$ cat src/inc/thermal_monitor_pkg.sv
/*
 * Constants and types for the thermal monitor register set: pointer codes,
 * configuration field layout, serial bus framing counts and reset values.
 * Assumes a SystemVerilog-2012 compiler; no timing here.
 */
package thermal_monitor_pkg;

    // ****************************************************************
    // Data formats
    // ****************************************************************
    localparam int TEMP_W = 9;                  // Half-degree two's-complement code
    localparam int REG16_W = 16;
    localparam int BYTE_W = 8;
    localparam int QCNT_W = 3;

    // Pointer selections, low two bits of the selector
    localparam logic [1:0] PTR_TEMP = 2'h0;
    localparam logic [1:0] PTR_CONFIG = 2'h1;
    localparam logic [1:0] PTR_HYST = 2'h2;
    localparam logic [1:0] PTR_SETPOINT = 2'h3;

    // Fixed upper device address bits on the two-wire bus
    localparam logic [3:0] DEV_PREFIX = 4'h9;
    localparam int ADDR_SEL_W = 3;

    // Bit slot counts within one byte frame
    localparam logic [3:0] BIT_LAST = 4'h7;     // Eighth data bit
    localparam logic [3:0] BIT_ACK = 4'h8;      // Acknowledge slot
    localparam logic [1:0] IDX_FIRST = 2'h1;    // First data byte after pointer
    localparam logic [1:0] IDX_SECOND = 2'h2;

    // Fault queue encodings to required consecutive results
    localparam logic [1:0] FQ_ONE = 2'h0;
    localparam logic [1:0] FQ_TWO = 2'h1;
    localparam logic [1:0] FQ_FOUR = 2'h2;
    localparam logic [QCNT_W-1:0] NEED_1 = 3'h1;
    localparam logic [QCNT_W-1:0] NEED_2 = 3'h2;
    localparam logic [QCNT_W-1:0] NEED_4 = 3'h4;
    localparam logic [QCNT_W-1:0] NEED_6 = 3'h6;
    localparam logic [QCNT_W-1:0] QCNT_MAX = 3'h7;

    // Reset values of thresholds and temperature
    localparam logic [TEMP_W-1:0] SETPOINT_RST = 9'h0C8;
    localparam logic [TEMP_W-1:0] HYST_RST = 9'h0B4;
    localparam logic [TEMP_W-1:0] TEMP_RST = 9'h000;

    // Configuration register fields
    typedef struct packed {
        logic [2:0] zero;       // Reserved, always zero
        logic [1:0] queue;      // Fault queue depth code
        logic level;            // Alarm active level
        logic mode;             // 0 comparator, 1 interrupt
        logic shutdown;         // 1 stops conversions
    } cfg_t;
    localparam cfg_t CFG_RST = '{zero: 3'h0, queue: 2'h0, level: 1'b0, mode: 1'b0,
                                 shutdown: 1'b0};

    // Open-drain data pin as one drive-low signal
    typedef struct packed {
        logic drive_low;        // Output enable, pin pulled low
    } od_pin_t;

    typedef enum logic [1:0] {
        ST_IDLE,
        ST_ADDR,
        ST_WRITE,
        ST_READ
    } bus_state_t;

endpackage

$ cat src/verilog/thermal_monitor_regs.sv
/*
 * Register set and alarm logic of a two-wire temperature sensor, with the
 * serial slave that reaches it through a register selector.
 * Assumes scl/sda inputs already synchronous to clk_in and much slower than
 * it, and a converter that pulses temp_valid_in with each new sample.
 */
//
// Behaviour
// - configuration bit 0 high stops conversions (shutdown), low runs normally
// - configuration bit 1 selects comparator (0) or interrupt (1) alarm mode
// - configuration bit 2 sets alarm active level, 0 low, 1 high
// - configuration bits 4:3 choose 1, 2, 4 or 6 consecutive results
// - configuration register is eight bits, readable and writable
// - temperature register loads each conversion result; writes do nothing
// - temperature is 16 bits, 9-bit value at bits 15:7, rest don't-care
// - values are two's complement half degrees, zero code is zero degrees
// - setpoint and hysteresis are 16-bit read-write, same layout as temperature
// - reference codes: 125 is 0FA, -0.5 is 1FF, -55 is 192
// - selector low bits pick temperature, configuration, hysteresis, setpoint
// - alarm changes only after the programmed run of consecutive results, or on a read in interrupt mode
// - responds only to address 1001 followed by the address select inputs
`timescale 1ns/1ps
`default_nettype none

module thermal_monitor_regs
    import thermal_monitor_pkg::*;
(
    input wire logic clk_in,                        // 200 MHz system clock
    input wire logic rst_in,                        // Async reset, active high
    input wire logic scl_in,                        // Bus clock level
    input wire logic sda_in,                        // Bus data level
    output logic sda_out,                           // Data drive value, always low
    output logic sda_oe_out,                        // High while pulling data low
    input wire logic [ADDR_SEL_W-1:0] addr_sel_in,  // Address select straps
    input wire logic [TEMP_W-1:0] temp_sample_in,   // Converter result
    input wire logic temp_valid_in,                 // Conversion complete pulse
    output logic conv_enable_out,                   // Converter run, low in shutdown
    output logic thermal_alarm_output_out           // Alarm pin level
);

    // ****************************************************************
    // Registers
    // ****************************************************************
    cfg_t cfg_r;
    logic [TEMP_W-1:0] temp_r, setpoint_r, hyst_r;
    logic [BYTE_W-1:0] selector_r, rx_r, tx_r, hold_r;
    logic scl_q_r, sda_q_r, oe_r, rw_r, skip_r;
    logic [3:0] bit_r;
    logic [1:0] widx_r;
    logic ridx_r;
    bus_state_t state_r;
    logic [QCNT_W-1:0] hi_cnt_r, lo_cnt_r, need;
    logic alarm_r, expect_hi_r;

    // ****************************************************************
    // Bus condition decode
    // ****************************************************************
    wire scl_rise = scl_in & ~scl_q_r;
    wire scl_fall = ~scl_in & scl_q_r;
    wire start_cond = scl_in & scl_q_r & sda_q_r & ~sda_in;
    wire stop_cond = scl_in & scl_q_r & ~sda_q_r & sda_in;
    wire byte_done = scl_fall & (bit_r == BIT_LAST);
    wire ack_done = scl_fall & (bit_r == BIT_ACK);
    wire addr_match = (rx_r[7:4] == DEV_PREFIX) & (rx_r[3:1] == addr_sel_in);
    wire addr_ok = byte_done & (state_r == ST_ADDR) & addr_match;
    wire wr_byte = byte_done & (state_r == ST_WRITE);
    wire [1:0] ptr = selector_r[1:0];
    wire is_cfg = (ptr == PTR_CONFIG);
    wire cfg_wr = wr_byte & (widx_r == IDX_FIRST) & is_cfg;
    wire thr_wr = wr_byte & (widx_r == IDX_SECOND) & ptr[1];
    wire read_start = addr_ok & rx_r[0];

    // Read data: high byte first, then the LSB byte with zero don't-cares
    logic [TEMP_W-1:0] sel_val;
    assign sel_val = (ptr == PTR_TEMP) ? temp_r :
                     (ptr == PTR_HYST) ? hyst_r : setpoint_r;
    wire [BYTE_W-1:0] rd_byte = is_cfg ? cfg_r :
                                ridx_r ? {sel_val[0], 7'h00} : sel_val[TEMP_W-1:1];

    // Next transmit byte; read stops advancing after the second byte
    wire next_ridx = (state_r == ST_READ);
    wire [BYTE_W-1:0] next_tx = is_cfg ? cfg_r :
                                next_ridx ? {sel_val[0], 7'h00} : sel_val[TEMP_W-1:1];

    // ****************************************************************
    // Serial slave
    // ****************************************************************
    // Start wins over everything so a repeated start always re-frames
    always_ff @(posedge clk_in or posedge rst_in) begin
        if (rst_in) begin
            scl_q_r <= 1'b1;
            sda_q_r <= 1'b1;
            state_r <= ST_IDLE;
            bit_r <= 4'h0;
            oe_r <= 1'b0;
            rx_r <= 8'h00;
            tx_r <= 8'h00;
            rw_r <= 1'b0;
            widx_r <= 2'h0;
            ridx_r <= 1'b0;
            hold_r <= 8'h00;
            skip_r <= 1'b0;
        end else begin
            scl_q_r <= scl_in;
            sda_q_r <= sda_in;
            if (start_cond) begin
                state_r <= ST_ADDR;
                bit_r <= 4'h0;
                oe_r <= 1'b0;
                widx_r <= 2'h0;
                ridx_r <= 1'b0;
                skip_r <= 1'b1;
            end else if (stop_cond) begin
                state_r <= ST_IDLE;
                oe_r <= 1'b0;
            end else if (state_r != ST_IDLE) begin
                if (scl_rise && bit_r != BIT_ACK) begin
                    rx_r <= {rx_r[6:0], sda_in};
                end
                if (scl_rise && bit_r == BIT_ACK && state_r == ST_READ && sda_in) begin
                    state_r <= ST_IDLE;     // Host declined further bytes
                end
                if (byte_done) begin
                    bit_r <= BIT_ACK;
                    case (state_r)
                        ST_ADDR: begin
                            oe_r <= addr_match;
                            rw_r <= rx_r[0];
                            if (!addr_match) begin
                                state_r <= ST_IDLE;
                            end
                        end
                        ST_WRITE: begin
                            oe_r <= 1'b1;
                            if (widx_r == 2'h0) begin
                                hold_r <= rx_r;
                            end else if (widx_r == IDX_FIRST) begin
                                hold_r <= rx_r;                 // Upper half kept
                            end
                            if (widx_r != 2'h3) begin
                                widx_r <= widx_r + 2'h1;
                            end
                        end
                        default: oe_r <= 1'b0;                  // Host acks reads
                    endcase
                end else if (ack_done) begin
                    bit_r <= 4'h0;
                    case (state_r)
                        ST_ADDR: begin
                            state_r <= rw_r ? ST_READ : ST_WRITE;
                            tx_r <= rd_byte;
                            oe_r <= rw_r & ~rd_byte[7];
                        end
                        ST_READ: begin
                            ridx_r <= 1'b1;
                            tx_r <= next_tx;
                            oe_r <= ~next_tx[7];
                        end
                        default: oe_r <= 1'b0;
                    endcase
                end else if (scl_fall && skip_r) begin
                    skip_r <= 1'b0;     // Fall closing the start is no bit slot
                end else if (scl_fall && bit_r < BIT_LAST) begin
                    bit_r <= bit_r + 4'h1;
                    if (state_r == ST_READ) begin
                        tx_r <= {tx_r[6:0], 1'b0};
                        oe_r <= ~tx_r[6];
                    end
                end
            end
        end
    end

    // Pointer byte is the first byte of every write
    always_ff @(posedge clk_in or posedge rst_in) begin
        if (rst_in) begin
            selector_r <= 8'h00;
        end else if (wr_byte && widx_r == 2'h0) begin
            selector_r <= rx_r;
        end
    end

    // ****************************************************************
    // Register writes
    // ****************************************************************
    // Reserved configuration bits are dropped; temperature is never written
    always_ff @(posedge clk_in or posedge rst_in) begin
        if (rst_in) begin
            cfg_r <= CFG_RST;
            setpoint_r <= SETPOINT_RST;
            hyst_r <= HYST_RST;
            temp_r <= TEMP_RST;
        end else begin
            if (cfg_wr) begin
                cfg_r <= {3'h0, rx_r[4:0]};
            end
            if (thr_wr && ptr == PTR_SETPOINT) begin
                setpoint_r <= {hold_r, rx_r[7]};
            end
            if (thr_wr && ptr == PTR_HYST) begin
                hyst_r <= {hold_r, rx_r[7]};
            end
            if (temp_valid_in && conv_enable_out) begin
                temp_r <= temp_sample_in;
            end
        end
    end

    // ****************************************************************
    // Fault queue and alarm
    // ****************************************************************
    assign need = (cfg_r.queue == FQ_ONE) ? NEED_1 :
                  (cfg_r.queue == FQ_TWO) ? NEED_2 :
                  (cfg_r.queue == FQ_FOUR) ? NEED_4 : NEED_6;
    wire sample = temp_valid_in & conv_enable_out;
    // Signed compare of the half-degree codes
    wire is_hi = $signed(temp_sample_in) > $signed(setpoint_r);
    wire is_lo = $signed(temp_sample_in) < $signed(hyst_r);
    wire [QCNT_W-1:0] hi_nxt = !is_hi ? 3'h0 : (hi_cnt_r == QCNT_MAX) ? QCNT_MAX :
                               hi_cnt_r + 3'h1;
    wire [QCNT_W-1:0] lo_nxt = !is_lo ? 3'h0 : (lo_cnt_r == QCNT_MAX) ? QCNT_MAX :
                               lo_cnt_r + 3'h1;
    wire qual_hi = sample & (hi_nxt >= need);
    wire qual_lo = sample & (lo_nxt >= need);

    // Interrupt mode: read clears, but a same-cycle event still wins
    always_ff @(posedge clk_in or posedge rst_in) begin
        if (rst_in) begin
            hi_cnt_r <= 3'h0;
            lo_cnt_r <= 3'h0;
            alarm_r <= 1'b0;
            expect_hi_r <= 1'b1;
        end else begin
            if (sample) begin
                hi_cnt_r <= hi_nxt;
                lo_cnt_r <= lo_nxt;
            end
            if (!cfg_r.mode) begin
                expect_hi_r <= 1'b1;
                if (qual_hi) begin
                    alarm_r <= 1'b1;
                end else if (qual_lo) begin
                    alarm_r <= 1'b0;
                end
            end else if ((expect_hi_r && qual_hi) || (!expect_hi_r && qual_lo)) begin
                alarm_r <= 1'b1;
                expect_hi_r <= ~expect_hi_r;
            end else if (read_start) begin
                alarm_r <= 1'b0;
            end
        end
    end

    // ****************************************************************
    // Outputs
    // ****************************************************************
    assign sda_out = 1'b0;
    assign sda_oe_out = oe_r;
    assign conv_enable_out = ~cfg_r.shutdown;
    assign thermal_alarm_output_out = cfg_r.level ? alarm_r : ~alarm_r;
endmodule

`default_nettype wire
$ cat config.mk
export PLATFORM = sky130hd
export DESIGN_NAME = thermal_monitor_regs
export DESIGN_NICKNAME = d
export VERILOG_FILES = /design/src/inc/thermal_monitor_pkg.sv /design/src/verilog/thermal_monitor_regs.sv
export SDC_FILE = /design/constraint.sdc
export NUM_CORES = 1
export LEC_CHECK = 0
export ABC_AREA = 1
export BUFFER_PORTS_ARGS = -buffer_cell sky130_fd_sc_hd__buf_4
export CAP_MARGIN = 20
export CORE_ASPECT_RATIO = 1.4
export CORE_MARGIN = 2
export CORE_UTILIZATION = 65
export CTS_CLUSTER_SIZE = 40
export DETAILED_ROUTE_END_ITERATION = 12
export PLACE_DENSITY = 0.87
export SETUP_SLACK_MARGIN = 0.3
export SYNTH_ARGS = -nofsm -noshare
export SYNTH_HDL_FRONTEND = slang
export SYNTH_SLANG_ARGS = --single-unit
$ cat constraint.sdc
create_clock -name clk_in -period 4.6 [get_ports clk_in]
set_input_delay 0.46 -clock clk_in [delete_from_list [all_inputs] [get_ports clk_in]]
set_output_delay 0.46 -clock clk_in [all_outputs]
set_load 0.01 [all_outputs]
# Word-level counts from Yosys, hierarchy flattened
# Cells that the tools add are included.
word_totals:
  register_bits: 79
  input_bits: 17
  out_inout_bits: 4
  word_cells: 211
classes:
  add_sub_neg: 4
  magnitude_cmp: 5
  n_eq_ne: 26
  n_mux: 73
  bitwise_logic: 35
  reduce_logical: 44
op_table:
  columns: ["op", "count"]
  rows:
  - ["two-way mux 8 bit", 6]
  - ["two-way mux 2 bit", 16]
  - ["two-way mux 1 bit", 29]
  - ["two-way mux 4 bit", 7]
  - ["two-way mux 7 bit", 4]
  - ["nonzero test 2 bit", 12]
  - ["bitwise AND 1 bit", 22]
  - ["AND reduction 5 bit", 4]
  - ["two-way mux 3 bit", 6]
  - ["two-way mux 9 bit", 2]
  - ["one-hot mux 7 bit (2 select lines)", 1]
  - ["NOT 1 bit", 13]
  - ["== test 2 bit, second input constant", 6]
  - ["logical AND 1 bit", 12]
  - ["AND reduction 4 bit", 3]
  - ["!= test 2 bit, second input constant", 5]
  - ["nonzero test 5 bit", 2]
  - ["> comparator 9 bit", 1]
  - ["less-than comparator 9 bit", 1]
  - ["== test 2 x 1 -> 1 bit, second input constant", 4]
  - ["== test 4 bit, second input constant", 2]
  - ["!= test 4 bit, second input constant", 2]
  - ["AND reduction 8 bit", 1]
  - ["adder 3 x 1 -> 3 bit, second input constant", 2]
  - ["18 further kinds", 24]

# Logic depth before layout (Yosys ltp)
# Gate-level depths: netlist (run 1).
logic_depth:
  ltp_word: 13
  ltp_mapped: 20
  ltp_nobuf: 20

# Least setup slack after synthesis (run 1)
# Ideal clock, no wire load.
synth_timing:
  path_kind: "input port to flip-flop"
  start: "in temp_sample_in[8]"
  end: "reg alarm_r"
  arrival_time_ps: 2290
  t_required_ps: 4487
  path_slack_ps: 2197
  path_stages: 15
  n_path_buf: 0
  cell_sequence: "ha_1 a21o_1 nor2_1 nand4_1 nand2_1 a21oi_1 ha_1 a21oi_1 o211ai_1 nand2_1 nand2_1 nand2_1 nand3_1 nand2_1 inv_1"
synth_via:
  elab_chain_len: 8
  elab_cells_between_ends: 17
synth_lines:
  columns: ["element", "line_no", "text"]
  rows:
  - ["from (decl)", "thermal_monitor_regs.sv:35", "input wire logic [TEMP_W-1:0] temp_sample_in,"]
  - ["less-than comparator 9 bit (*)", "thermal_monitor_regs.sv:218", "wire is_lo = $signed(temp_sample_in) < $signed(hyst_r);"]
  - ["two-way mux 3 bit (*)", "thermal_monitor_regs.sv:221", "wire [QCNT_W-1:0] lo_nxt = !is_lo ? 3'h0 : (lo_cnt_r == QCNT_MAX) ? QCNT_MAX :"]
  - ["named net lo_nxt[2]", "thermal_monitor_regs.sv:221", null]
  - ["greater-or-equal comparator 3 bit (*)", "thermal_monitor_regs.sv:224", "wire qual_lo = sample & (lo_nxt >= need);"]
  - ["bitwise AND 1 bit (*)", "thermal_monitor_regs.sv:224", null]
  - ["logical AND 1 bit", "thermal_monitor_regs.sv:245", "end else if ((expect_hi_r && qual_hi) || (!expect_hi_r && qual_lo)) begin"]
  - ["logical OR 1 bit", "thermal_monitor_regs.sv:245", null]
  - ["!= test 3 x 1 -> 1 bit (no source line) / two-way mux 1 bit (equally long branches)", null, null]
  - ["AND reduction 2 bit (no source line) / two-way mux 1 bit (equally long branches)", null, null]
  - ["to (signal assigned)", "thermal_monitor_regs.sv:243", "alarm_r <= 1'b0;"]
  - ["to (signal assigned)", "thermal_monitor_regs.sv:246", "alarm_r <= 1'b1;"]
  - ["to (signal assigned)", "thermal_monitor_regs.sv:249", "alarm_r <= 1'b0;"]
  - ["to (decl)", "thermal_monitor_regs.sv:53", "logic alarm_r, expect_hi_r;"]
# Mark *: on every way through the listed nets, which the timed path passes. The rest lies on a longest branch.
# A chain may end at the register's enable or synchronous reset.

# Worst setup path after layout (run 1)
layout_timing:
  start: "reg hyst_r[4]"
  end: "reg alarm_r"
layout_via:
  elab_chain_len: 8
  elab_cells_between_ends: 11
layout_lines:
  columns: ["element", "line_no", "text"]
  rows:
  - ["from (decl)", "thermal_monitor_regs.sv:45", "logic [TEMP_W-1:0] temp_r, setpoint_r, hyst_r;"]
  - ["from (signal assigned)", "thermal_monitor_regs.sv:201", "hyst_r <= {hold_r, rx_r[7]};"]
  - ["less-than comparator 9 bit (*)", "thermal_monitor_regs.sv:218", null]
  - ["two-way mux 3 bit (*)", "thermal_monitor_regs.sv:221", null]
  - ["named net lo_nxt[2]", "thermal_monitor_regs.sv:221", null]
  - ["greater-or-equal comparator 3 bit (*)", "thermal_monitor_regs.sv:224", null]
  - ["bitwise AND 1 bit (*)", "thermal_monitor_regs.sv:224", null]
  - ["logical AND 1 bit", "thermal_monitor_regs.sv:245", null]
  - ["logical OR 1 bit", "thermal_monitor_regs.sv:245", null]
  - ["!= test 3 x 1 -> 1 bit (no source line) / two-way mux 1 bit (equally long branches)", null, null]
  - ["AND reduction 2 bit (no source line) / two-way mux 1 bit (equally long branches)", null, null]
# Marks and branches as above.

==> flow_metrics.py, run 1 <==
metrics = {
    "run_status": {
        "status": "finished, final reports clean",
    },
    "synth": {
        "synth_area_mm2": 0.00477,
        "ys_types": 38,
        "syn_nets": 655,
        "syn_avg_cell_area_um2": 7.93,
        "ys_ff_latch": 79,
        "ys_seq_area_frac": 0.417,
        "syn_inst": 602,
        "synth_warnings": 0,
    },
    "finish": {
        "final_nets": 676,
        "most-common-layout-cells": "nand2_1 (184), inv_1 (87), dfrtp_1 (69)",
        "insertedDiodeCount": 0,
        "area_growth_pct": 8.57,
        "drive_gt1_frac": 0.154,
        "layout_commonest_cell": "nand2_1",
        "final_cell_area_mm2": 0.00518,
    },
    "clocking": {
        "clk_path_buf_depth": 2,
        "postCtsHoldBufs": 0,
        "cts_inserted_buffers": 9,
        "cts-root-buf": "clkbuf_8",
        "clkTransAtPathRegs_ns": 0.08,
        "clock_latency_ns": 0.36,
        "cts_tree": "built",
        "clock_sinks": 79,
        "cts_setup_buffers": 0,
        "htree_levels": 3,
        "cts_resized": 0,
    },
    "die": {
        "die_w_um": 76.4,
        "die_area_mm2": 0.00805,
        "dieHeight_um": 105,
        "core_mm2": 0.00722,
        "row_count": 37,
        "ioPinCount": 21,
        "start_util": 0.661,
    },
    "critical_path": {
        "crit_path_start_kind": "flop",
        "cp_max_fo": 5,
        "r2r_start": "hyst_r[4]$_DFFE_PP1P_",
        "end_kind": "flop",
        "arrival_ns": 3.03,
        "path_class": "flop to flop",
        "cp.required_ns": 4.86,
        "critPathLaunch": "hyst_r[4]$_DFFE_PP1P_",
    },
    "grt": {
        "grt_pass1_wl_um": 18600,
        "grt_max_degree": 69,
        "antenna_found_initial": 0,
        "grt_overflow": 0,
        "grt_pass1_vias": 4032,
        "grt_use_total": 0.292,
    },
    "worst_hold_path": {
        "hold_class": "input port to asynchronous set/reset pin",
    },
    "sta": {
        "skew_ns": 0.0101,
        "rsz0062_at_grt": "no",
        "slew_headroom": 0.439,
        "fmax_ghz": 0.361,
        "drv_slew": 0,
        "worst_pin_slew_ns": 0.841,
        "fin_setup_tns_ns": 0,
        "finalSetupViolations": 0,
        "hold_viol": 0,
        "finalCritPeriodShare": 0.603,
        "period_minus_slack_ns": 2.77,
    },
    "drt": {
        "drtAntennaViolNets": 0,
        "vias": 4081,
        "drt_first_pass_iters": 6,
        "wl_met3_um": 497,
        "vias_per_cell": 5.63,
        "drt-initial-drc-count": 314,
        "met1_length_um": 4410,
        "drcViolationCount": 0,
        "totalWireLength_um": 10800,
        "highest_layer": "met4",
        "wl_met2_um": 5370,
        "wire_per_inst_um": 14.9,
    },
    "place": {
        "post_dp_cell_area_mm2": 0.00497,
        "gp_congestion": 0.947,
        "dp_hpwl_um": 7930,
        "io_buffers": 19,
    },
    "pwr": {
        "p_per_area_mw_per_mm2": 349,
        "peakVddDrop_mv": 0.339,
        "p_leak_nw": 2.57,
    },
    "job": {
        "cap_violations": 0,
    },
}
-- sequential cells by signal, summed over array words and instances (netlist names), 2 cells and up --
signal	flops
tx_r	7
cfg_r	5
setpoint_r	9
state_r	2
bit_r	4
rx_r	8
hold_r	8
widx_r	2
selector_r	2
lo_cnt_r	3
hi_cnt_r	3
hyst_r	9
temp_r	9
-- routing by layer --
layer,global-route usage,up-vias
li1,-,1988
met4,0.162,0
met3,0.0565,39
met1,0.354,1908
met5,0,-
met2,0.490,146
-- where the power goes --
group / switching, W / internal (W)
registers: 0.0000647 / 0.000768
clock network: 0.000253 / 0.000294
logic: 0.000276 / 0.000152
-- worst max-delay path: stages, from the launching register on --
cell and delay, ns:
dfstp_2 0.54, inv_1 0.06, ha_1 0.28, nand2_1 0.10, inv_1 0.05, nand2_1 0.06
nand2_1 0.08, nand2_1 0.09, nand4_1 0.18, nand2_1 0.15, a21oi_1 0.05, ha_1 0.32
a21oi_1 0.15, o211ai_1 0.10, nand2_1 0.13, nand2_1 0.08, nand2_1 0.07, nand3_1 0.07
nand2_1 0.06, inv_1 0.04
-- layout make-up --
| cell class | count | area [um^2] |
|---|---|---|
| inverter | 94 | 353 |
| tap | 97 | 121 |
| sequential | 79 | 1990 |
| fill | 567 | 2040 |
| timing repair buffer | 20 | 150 |
| clock inverter | 3 | 40.0 |
| clock buffer | 13 | 169 |
| multi-input combinational | 419 | 2360 |
-- worst paths after layout --
path	to	slack [ns]	cells after the start
hold reg to reg	setpoint_r[6]$_DFFE_PP1P_	0.49	2
hold / removal	setpoint_r[2]$_DFFE_PP0P_	0.02	2
max in group asynchronous	tx_r[6]$_DFFE_PP0P_	3.45	3
min in group clk_in	scl_q_r$_DFF_PP1_	0.21	1
setup / recovery	alarm_r$_DFFE_PP0P_	1.83	19
setup reg to reg	alarm_r$_DFFE_PP0P_	1.83	19
-- through the flow --
step	total power [W]	util	worst slack, ns	instances	hold slack [ns]
finish	0.00181	0.717	1.83	725	0.0208
global route	0.00191	0.717	1.60	725	0.0284
CTS	0.00180	0.717	1.87	725	0.0321
detailed placement	0.00126	0.688	1.84	709	0.421
global placement	0.00124	0.688	1.96	709	0.413
floorplan	0.00113	-	2.13	602	0.449
-- cells in the mapped netlist (all sizes together) --
cell,count,area share
or2,2,0.0026
nand4,9,0.012
clkinv,1,0.00079
nor2,34,0.032
nand3b,1,0.0016
inv,93,0.073
clkbuf,2,0.0016
a31oi,3,0.0039
o22ai,4,0.0052
o21a,1,0.0016
dfstp,10,0.055
a21boi,2,0.0031
o2111ai,2,0.0073
xor2,1,0.0018
o211ai,7,0.011
dfrtp,69,0.36
ha,36,0.094
nor3,1,0.0034
nand2,192,0.16
a21oi,22,0.023
conb,1,0.00079
a41oi,1,0.0018
o21ai,65,0.089
nand3,33,0.041
xnor2,1,0.0018
buf,8,0.013
a21o,1,0.0016
-- cell families after synthesis --
logic type                 synth area share
AOI/OAI and AO/OA                     0.148
adders and majority gates            0.0944
and+or+nand+nor                       0.247
DFF                                   0.417
other                              0.000786
xor gates and xnor gates            0.00367
buffers and inverters                0.0889
Power figures use the tool's default switching activity.
==> run 2: changes to the inputs <==
Settings changed: ABC_AREA 1 to 0, CORE_UTILIZATION 65 to 56, PLACE_DENSITY 0.87 to 0.81.
Clock period 4.6 ns to 2.5 ns, I/O delays scaled along.
==> flow_metrics.py, run 2 <==
metrics = {
    "run_status": {
        "status": "finished, violations left",
        "violations": "negative hold slack, negative setup slack",
    },
    "die": {
        "row_count": 38,
        "dieHeight_um": 111,
        "core_mm2": 0.00780,
        "die_w_um": 80.2,
        "ioPinCount": 21,
        "die_area_mm2": 0.00887,
        "start_util": 0.583,
    },
    "drt": {
        "totalWireLength_um": 10100,
        "wl_met3_um": 342,
        "drcViolationCount": 0,
        "drt-initial-drc-count": 236,
        "vias": 3450,
        "highest_layer": "met4",
        "wl_met2_um": 5100,
        "drt_first_pass_iters": 4,
        "vias_per_cell": 5.67,
        "met1_length_um": 4230,
        "drtAntennaViolNets": 0,
        "wire_per_inst_um": 16.6,
    },
    "sta": {
        "rsz0062_at_grt": "yes",
        "finalSetupViolations": 4,
        "fmax_ghz": 0.368,
        "drv_slew": 0,
        "finalCritPeriodShare": 1.09,
        "hold_viol": 21,
        "setup_ws_ns": -0.220,
        "slew_headroom": 0.531,
        "worst_pin_slew_ns": 0.702,
        "holdWs_ns": -0.0171,
        "skew_ns": 0.00826,
        "period_minus_slack_ns": 2.72,
    },
    "finish": {
        "final_nets": 557,
        "post-route-util": 0.685,
        "layout_commonest_cell": "nand2_1",
        "finalNonFillerCells": 609,
        "drive_gt1_frac": 0.281,
        "reg_top3": "hyst_r: 9 flops, setpoint_r: 9 flops, temp_r: 9 flops",
        "most-common-layout-cells": "nand2_1 (71), dfrtp_1 (69), buf_4 (44)",
        "area_growth_pct": 17.5,
        "insertedDiodeCount": 0,
    },
    "synth": {
        "yosys.area.top_type": "dfrtp_1",
        "synth_top_area_frac": 0.380,
        "syn_inst": 456,
        "ys_types": 62,
        "syn_nets": 509,
        "yosys-top-cells-count": "nand2_1 (71), dfrtp_1 (69), ha_1 (36)",
        "synth_warnings": 0,
        "yosysMostFrequentCell": "nand2_1",
        "syn_avg_cell_area_um2": 9.97,
        "synth_area_mm2": 0.00455,
        "synthTopCellsByArea": "dfrtp_1 (38%), ha_1 (9.9%), nand2_1 (5.9%), dfstp_2 (5.8%), mux2_4 (5.6%)",
        "synthFlopType": "dfrtp_1",
        "ys_ff_latch": 79,
        "synth_edf_count": 0,
        "async_reset_ff_frac": 1.00,
        "ys_seq_area_frac": 0.438,
    },
    "critical_path": {
        "reg2reg_depth": 15,
        "critPathMaxStageDelay_ns": 0.55,
        "critPathLaunch": "setpoint_r[6]$_DFFE_PP1P_",
        "cp_common_cell": "buf_6",
        "path_cells": "inv_2, ha_4, a21o_1, a211o_1, a2111o_1, a31oi_4, buf_4, buf_6, buf_6, buf_6, buf_6, buf_6, buf_6, buf_6, o31ai_1",
        "worst_r2r_endpoint": "hi_cnt_r[1]$_DFFE_PP0P_",
        "crit_path_start_kind": "flop",
        "slowest_stage": "dfstp_2",
        "cp.required_ns": 2.75,
        "cp_max_fo": 4,
        "r2r_slack_ns": -0.22,
        "end_kind": "flop",
        "path_class": "flop to flop",
        "worst-path-stages": 15,
        "crit_buf_inv": 9,
        "crit_family": "compound AO/OA/AOI/OAI gates",
        "endpoint": "hi_cnt_r[1]$_DFFE_PP0P_",
        "arrival_ns": 2.97,
        "r2r_start": "setpoint_r[6]$_DFFE_PP1P_",
    },
    "pwr": {
        "p_leak_nw": 2.59,
        "combPwrFrac": 0.185,
        "p_clk_frac": 0.317,
        "swShare": 0.307,
        "seqPwrFrac": 0.498,
        "p_per_area_mw_per_mm2": 589,
        "p_sw_w": 0.000967,
        "peakVddDrop_mv": 0.534,
        "internal_power_w": 0.00218,
    },
    "grt": {
        "grt_max_degree": 49,
        "grt_use_total": 0.246,
        "antenna_found_initial": 0,
        "grt_pass1_wl_um": 16700,
        "grt_pass1_vias": 3528,
        "grt_overflow": 0,
    },
    "job": {
        "cap_violations": 0,
    },
    "clocking": {
        "clock_sinks": 79,
        "htree_levels": 3,
        "clk_path_buf_depth": 2,
        "cts_tree": "built",
        "cts_inserted_buffers": 9,
        "clock_latency_ns": 0.37,
        "cts-root-buf": "clkbuf_8",
        "clkTransAtPathRegs_ns": 0.09,
    },
    "place": {
        "dp_worst_setup_slack_ns": -0.164,
        "gp_congestion": 0.890,
        "dp_hpwl_um": 7430,
        "io_buffers": 19,
        "dp.cells": 582,
    },
    "worst_hold_path": {
        "hold_class": "input port to asynchronous set/reset pin",
    },
}
run 2: cell types whose count changed in the layout (fill, tap and decap cells not counted), moves of 19 or more:
cell / before / now
nand2_1: 184 / 71
inv_1: 87 / 28
o21ai_0: 10 / 30
buf_4: 20 / 44
o21ai_1: 28 / 9
nand3_1: 30 / 11
o21ai_2: 27 / 2
run 2: worst min-delay path by stage:
stage                 from  slack, ns                endpoint  cells past startpoint
floorplan           scl_in       0.25       scl_q_r$_DFF_PP1_                      0
global placement    sda_in       0.39       sda_q_r$_DFF_PP1_                      1
detailed placement  sda_in       0.39       sda_q_r$_DFF_PP1_                      1
CTS                 rst_in      0.002        rw_r$_DFFE_PP0P_                      2
global route        rst_in       0.04  sda_oe_out$_DFFE_PP0P_                      2
finish              rst_in      -0.02     tx_r[3]$_DFFE_PP0P_                      2
run 2: timing repair:
item                                    in CTS  in global routing
pin swaps                                    0                  1
endpoints found under the hold margin        2                  0
buffers inserted                             1                  8
hold buffers                                 2                  0
endpoints found under the setup margin       2                 10
resized for setup                            0                 15
run 2: worst register-to-register path, stage by stage (launching register included):
cell,delay [ns]
dfstp_2,0.55
inv_2,0.05
ha_4,0.21
a21o_1,0.15
a211o_1,0.28
a2111o_1,0.34
a31oi_4,0.24
buf_4,0.15
buf_6,0.08
buf_6,0.08
buf_6,0.08
buf_6,0.08
buf_6,0.08
buf_6,0.08
buf_6,0.09
o31ai_1,0.06
run 2: kinds of logic (layout without fill, tap and decap cells):
group,count (synthesis),in the layout,share of synthesized area
AO/OA/AOI/OAI,103,103,0.142
other,1,1,0.000825
XOR/XNOR,5,5,0.00963
AND/OR/NAND/NOR,143,143,0.150
adder cells (fa/ha/maj),36,36,0.0991
buffers and inverters,48,101,0.0471
multiplexers,41,41,0.114
flip-flops,79,79,0.438
run 2: per-layer routing:
layer  up-vias  track usage
li1       1682            -
met1      1671        0.302
met2        67        0.413
met3        30       0.0376
met4         0        0.120
met5         -            0
run 2: final cells by class:
cell class / instances / area (um^2)
Fill cell: 567 / 2460
Multi-Input combinational cell: 329 / 2450
Sequential cell: 79 / 1990
Timing Repair Buffer: 54 / 449
Tap cell: 100 / 125
Clock buffer: 9 / 124
Inverter: 31 / 120
Clock inverter: 7 / 81.3
run 2: power by group through the flow:
stage	logic (W)	registers (W)	clock network, W
2_1_floorplan	0.000443	0.00153	0
3_3_place_gp	0.000540	0.00158	0
3_5_place_dp	0.000562	0.00159	0
4_1_cts	0.000569	0.00157	0.00102
5_1_grt	0.000647	0.00159	0.00106
6_report	0.000581	0.00157	0.000999
run 2: per-stage QoR:
step | area [um^2] | TNS, ns | total power (W)
finish | 5340 | -0.807 | 0.00315
global route | 5340 | -1.08 | 0.00330
CTS | 5210 | -0.318 | 0.00315
detailed placement | 4980 | -0.293 | 0.00215
global placement | 4980 | -0.152 | 0.00212
floorplan | 4620 | -0.0782 | 0.00197
==> run 3: changes to the inputs <==
--- a/config.mk
+++ b/config.mk
@@ -12,6 +12,7 @@
 export CORE_MARGIN = 2
-export CORE_UTILIZATION = 56
+export CORE_UTILIZATION = 62
 export CTS_CLUSTER_SIZE = 40
 export DETAILED_ROUTE_END_ITERATION = 12
-export PLACE_DENSITY = 0.81
+export PLACE_DENSITY = 0.84
+export REMOVE_ABC_BUFFERS = 1
 export SETUP_SLACK_MARGIN = 0.3
==> constraint.sdc (replaced) <==
create_clock -name clk_in -period 3 [get_ports clk_in]
set_input_delay 0.6 -clock clk_in [delete_from_list [all_inputs] [get_ports clk_in]]
set_output_delay 0.6 -clock clk_in [all_outputs]
set_load 0.01 [all_outputs]
==> flow_metrics.py, run 3 (same netlist as run 2, synthesis figures left out) <==
metrics = {
    "sta": {
        "hold_viol": 0,
        "finalSetupViolations": 0,
        "period_minus_slack_ns": 2.78,
        "rsz0062_at_grt": "yes",
        "drv_slew": 0,
        "worst_pin_slew_ns": 0.750,
        "skew_ns": 0.00619,
        "finalCritPeriodShare": 0.926,
        "fin_setup_tns_ns": 0,
        "slew_headroom": 0.499,
        "fmax_ghz": 0.360,
    },
    "die": {
        "start_util": 0.647,
        "row_count": 36,
        "dieHeight_um": 105,
        "core_mm2": 0.00703,
        "ioPinCount": 21,
        "die_w_um": 76.4,
        "die_area_mm2": 0.00804,
    },
    "clocking": {
        "htree_levels": 3,
        "clock_latency_ns": 0.37,
        "cts-root-buf": "clkbuf_8",
        "cts_inserted_buffers": 9,
        "cts_tree": "built",
        "clock_sinks": 79,
        "clkTransAtPathRegs_ns": 0.08,
        "clk_path_buf_depth": 2,
    },
    "run_status": {
        "status": "finished, final reports clean",
    },
    "pwr": {
        "p_per_area_mw_per_mm2": 528,
        "peakVddDrop_mv": 0.621,
        "p_leak_nw": 2.55,
    },
    "grt": {
        "grt_overflow": 0,
        "grt_use_total": 0.286,
        "grt_pass1_vias": 3667,
        "antenna_found_initial": 0,
        "grt_pass1_wl_um": 17900,
        "grt_max_degree": 33,
    },
    "critical_path": {
        "cp_max_fo": 4,
        "crit_path_start_kind": "flop",
        "critPathMaxStageDelay_ns": 0.55,
        "slowest_stage": "dfstp_2",
        "end_kind": "flop",
        "path_class": "flop to flop",
        "r2r_slack_ns": 0.22,
        "cp.required_ns": 3.23,
        "path_cells": "inv_2, ha_4, a21o_1, a211o_1, buf_4, a2bb2oi_2, a31oi_4, a21o_1, buf_4, buf_4, buf_4, buf_4, buf_4, buf_4, buf_4, o21ai_1",
        "arrival_ns": 3.01,
        "cp_common_cell": "buf_4",
    },
    "drt": {
        "vias_per_cell": 6.00,
        "drt-initial-drc-count": 230,
        "vias": 3571,
        "drcViolationCount": 0,
        "drtAntennaViolNets": 0,
        "wire_per_inst_um": 18.1,
        "totalWireLength_um": 10700,
        "drt_first_pass_iters": 5,
    },
    "finish": {
        "insertedDiodeCount": 0,
        "final_nets": 548,
        "reg_top3": "hyst_r: 9 flops, setpoint_r: 9 flops, temp_r: 9 flops",
        "ff_latch_area_mm2": 0.00199,
        "multi_input_area_mm2": 0.00244,
        "drive_gt1_frac": 0.272,
        "area_growth_pct": 15.4,
        "final_cell_area_mm2": 0.00525,
        "most-common-layout-cells": "nand2_1 (71), dfrtp_1 (69), buf_4 (45)",
        "fillers": 486,
        "layout_commonest_cell": "nand2_1",
    },
    "place": {
        "io_buffers": 19,
        "post_dp_cell_area_mm2": 0.00482,
        "gp_congestion": 0.925,
        "dp_hpwl_um": 7510,
    },
    "job": {
        "cap_violations": 0,
    },
    "worst_hold_path": {
        "hold_class": "input port to asynchronous set/reset pin",
    },
}
run 3: cell count changes in the layout (fill, tap and decap cells not counted), moves of 2 or more:
cell and delta:
buf_6 -7, bufinv_16 +2, clkinv_4 -2, dlygate4sd3_1 -2
run 3: timing repair:
item,4_1_cts,5_1_grt
pin swaps,12,5
hold buffers,0,0
gates resized for setup,14,8
setup endpoints to repair,2,3
buffers inserted,10,1
run 3: worst paths after layout:
path | startpoint | to | cells after the start
setup / recovery | setpoint_r[6]$_DFFE_PP1P_ | hi_cnt_r[0]$_DFFE_PP0P_ | 16
setup reg to reg | setpoint_r[6]$_DFFE_PP1P_ | hi_cnt_r[0]$_DFFE_PP0P_ | 16
max in group asynchronous | rst_in | scl_q_r$_DFF_PP1_ | 3
min in group clk_in | sda_in | sda_q_r$_DFF_PP1_ | 1
hold / removal | rst_in | temp_r[7]$_DFFE_PP0P_ | 2
hold reg to reg | cfg_r[1]$_DFFE_PP0P_ | expect_hi_r$_DFFE_PP1P_ | 1
run 3: layer usage:
metal | track usage | wire (um) | vias to the layer above
met4 | 0.170 | 512 | 0
met2 | 0.497 | 5660 | 113
met1 | 0.336 | 4210 | 1752
met3 | 0.0377 | 356 | 35
met5 | 0 | 0 | -
li1 | - | - | 1671
run 3: cell type report:
class / instances / share of cell area
repair buffers: 45 / 0.0644
inverters: 31 / 0.0224
multi-input cells: 329 / 0.465
clock buffers: 9 / 0.0236
flip-flops and latches: 79 / 0.379
clock inverters: 7 / 0.0229
well taps: 95 / 0.0227
run 3: per-stage QoR:
| step | setup slack, ns | power (W) | utilization | hold WS, ns | cells |
|---|---|---|---|---|---|
| 2_1_floorplan | 0.114 | 0.00162 | - | 0.413 | 439 |
| 3_3_place_gp | -0.118 | 0.00176 | 0.687 | 0.434 | 568 |
| 3_5_place_dp | -0.236 | 0.00179 | 0.687 | 0.454 | 568 |
| 4_1_cts | 0.292 | 0.00277 | 0.741 | 0.284 | 594 |
| 5_1_grt | 0.122 | 0.00289 | 0.747 | 0.310 | 595 |
| 6_report | 0.221 | 0.00277 | 0.747 | 0.266 | 595 |
run 3: report_power, final:
part	switching, W	internal [W]
Clock	0.000414	0.000555
Sequential	0.000142	0.00117
Combinational	0.000242	0.000249
run 3: worst max-delay path: cells and delay by family (launching register included):
| kind | cells | cell delay [ns] |
|---|---|---|
| flip-flops | 1 | 0.55 |
| adder cells (fa/ha/maj) | 1 | 0.21 |
| AO/OA/AOI/OAI | 6 | 1.02 |
| buffers and inverters | 9 | 0.86 |
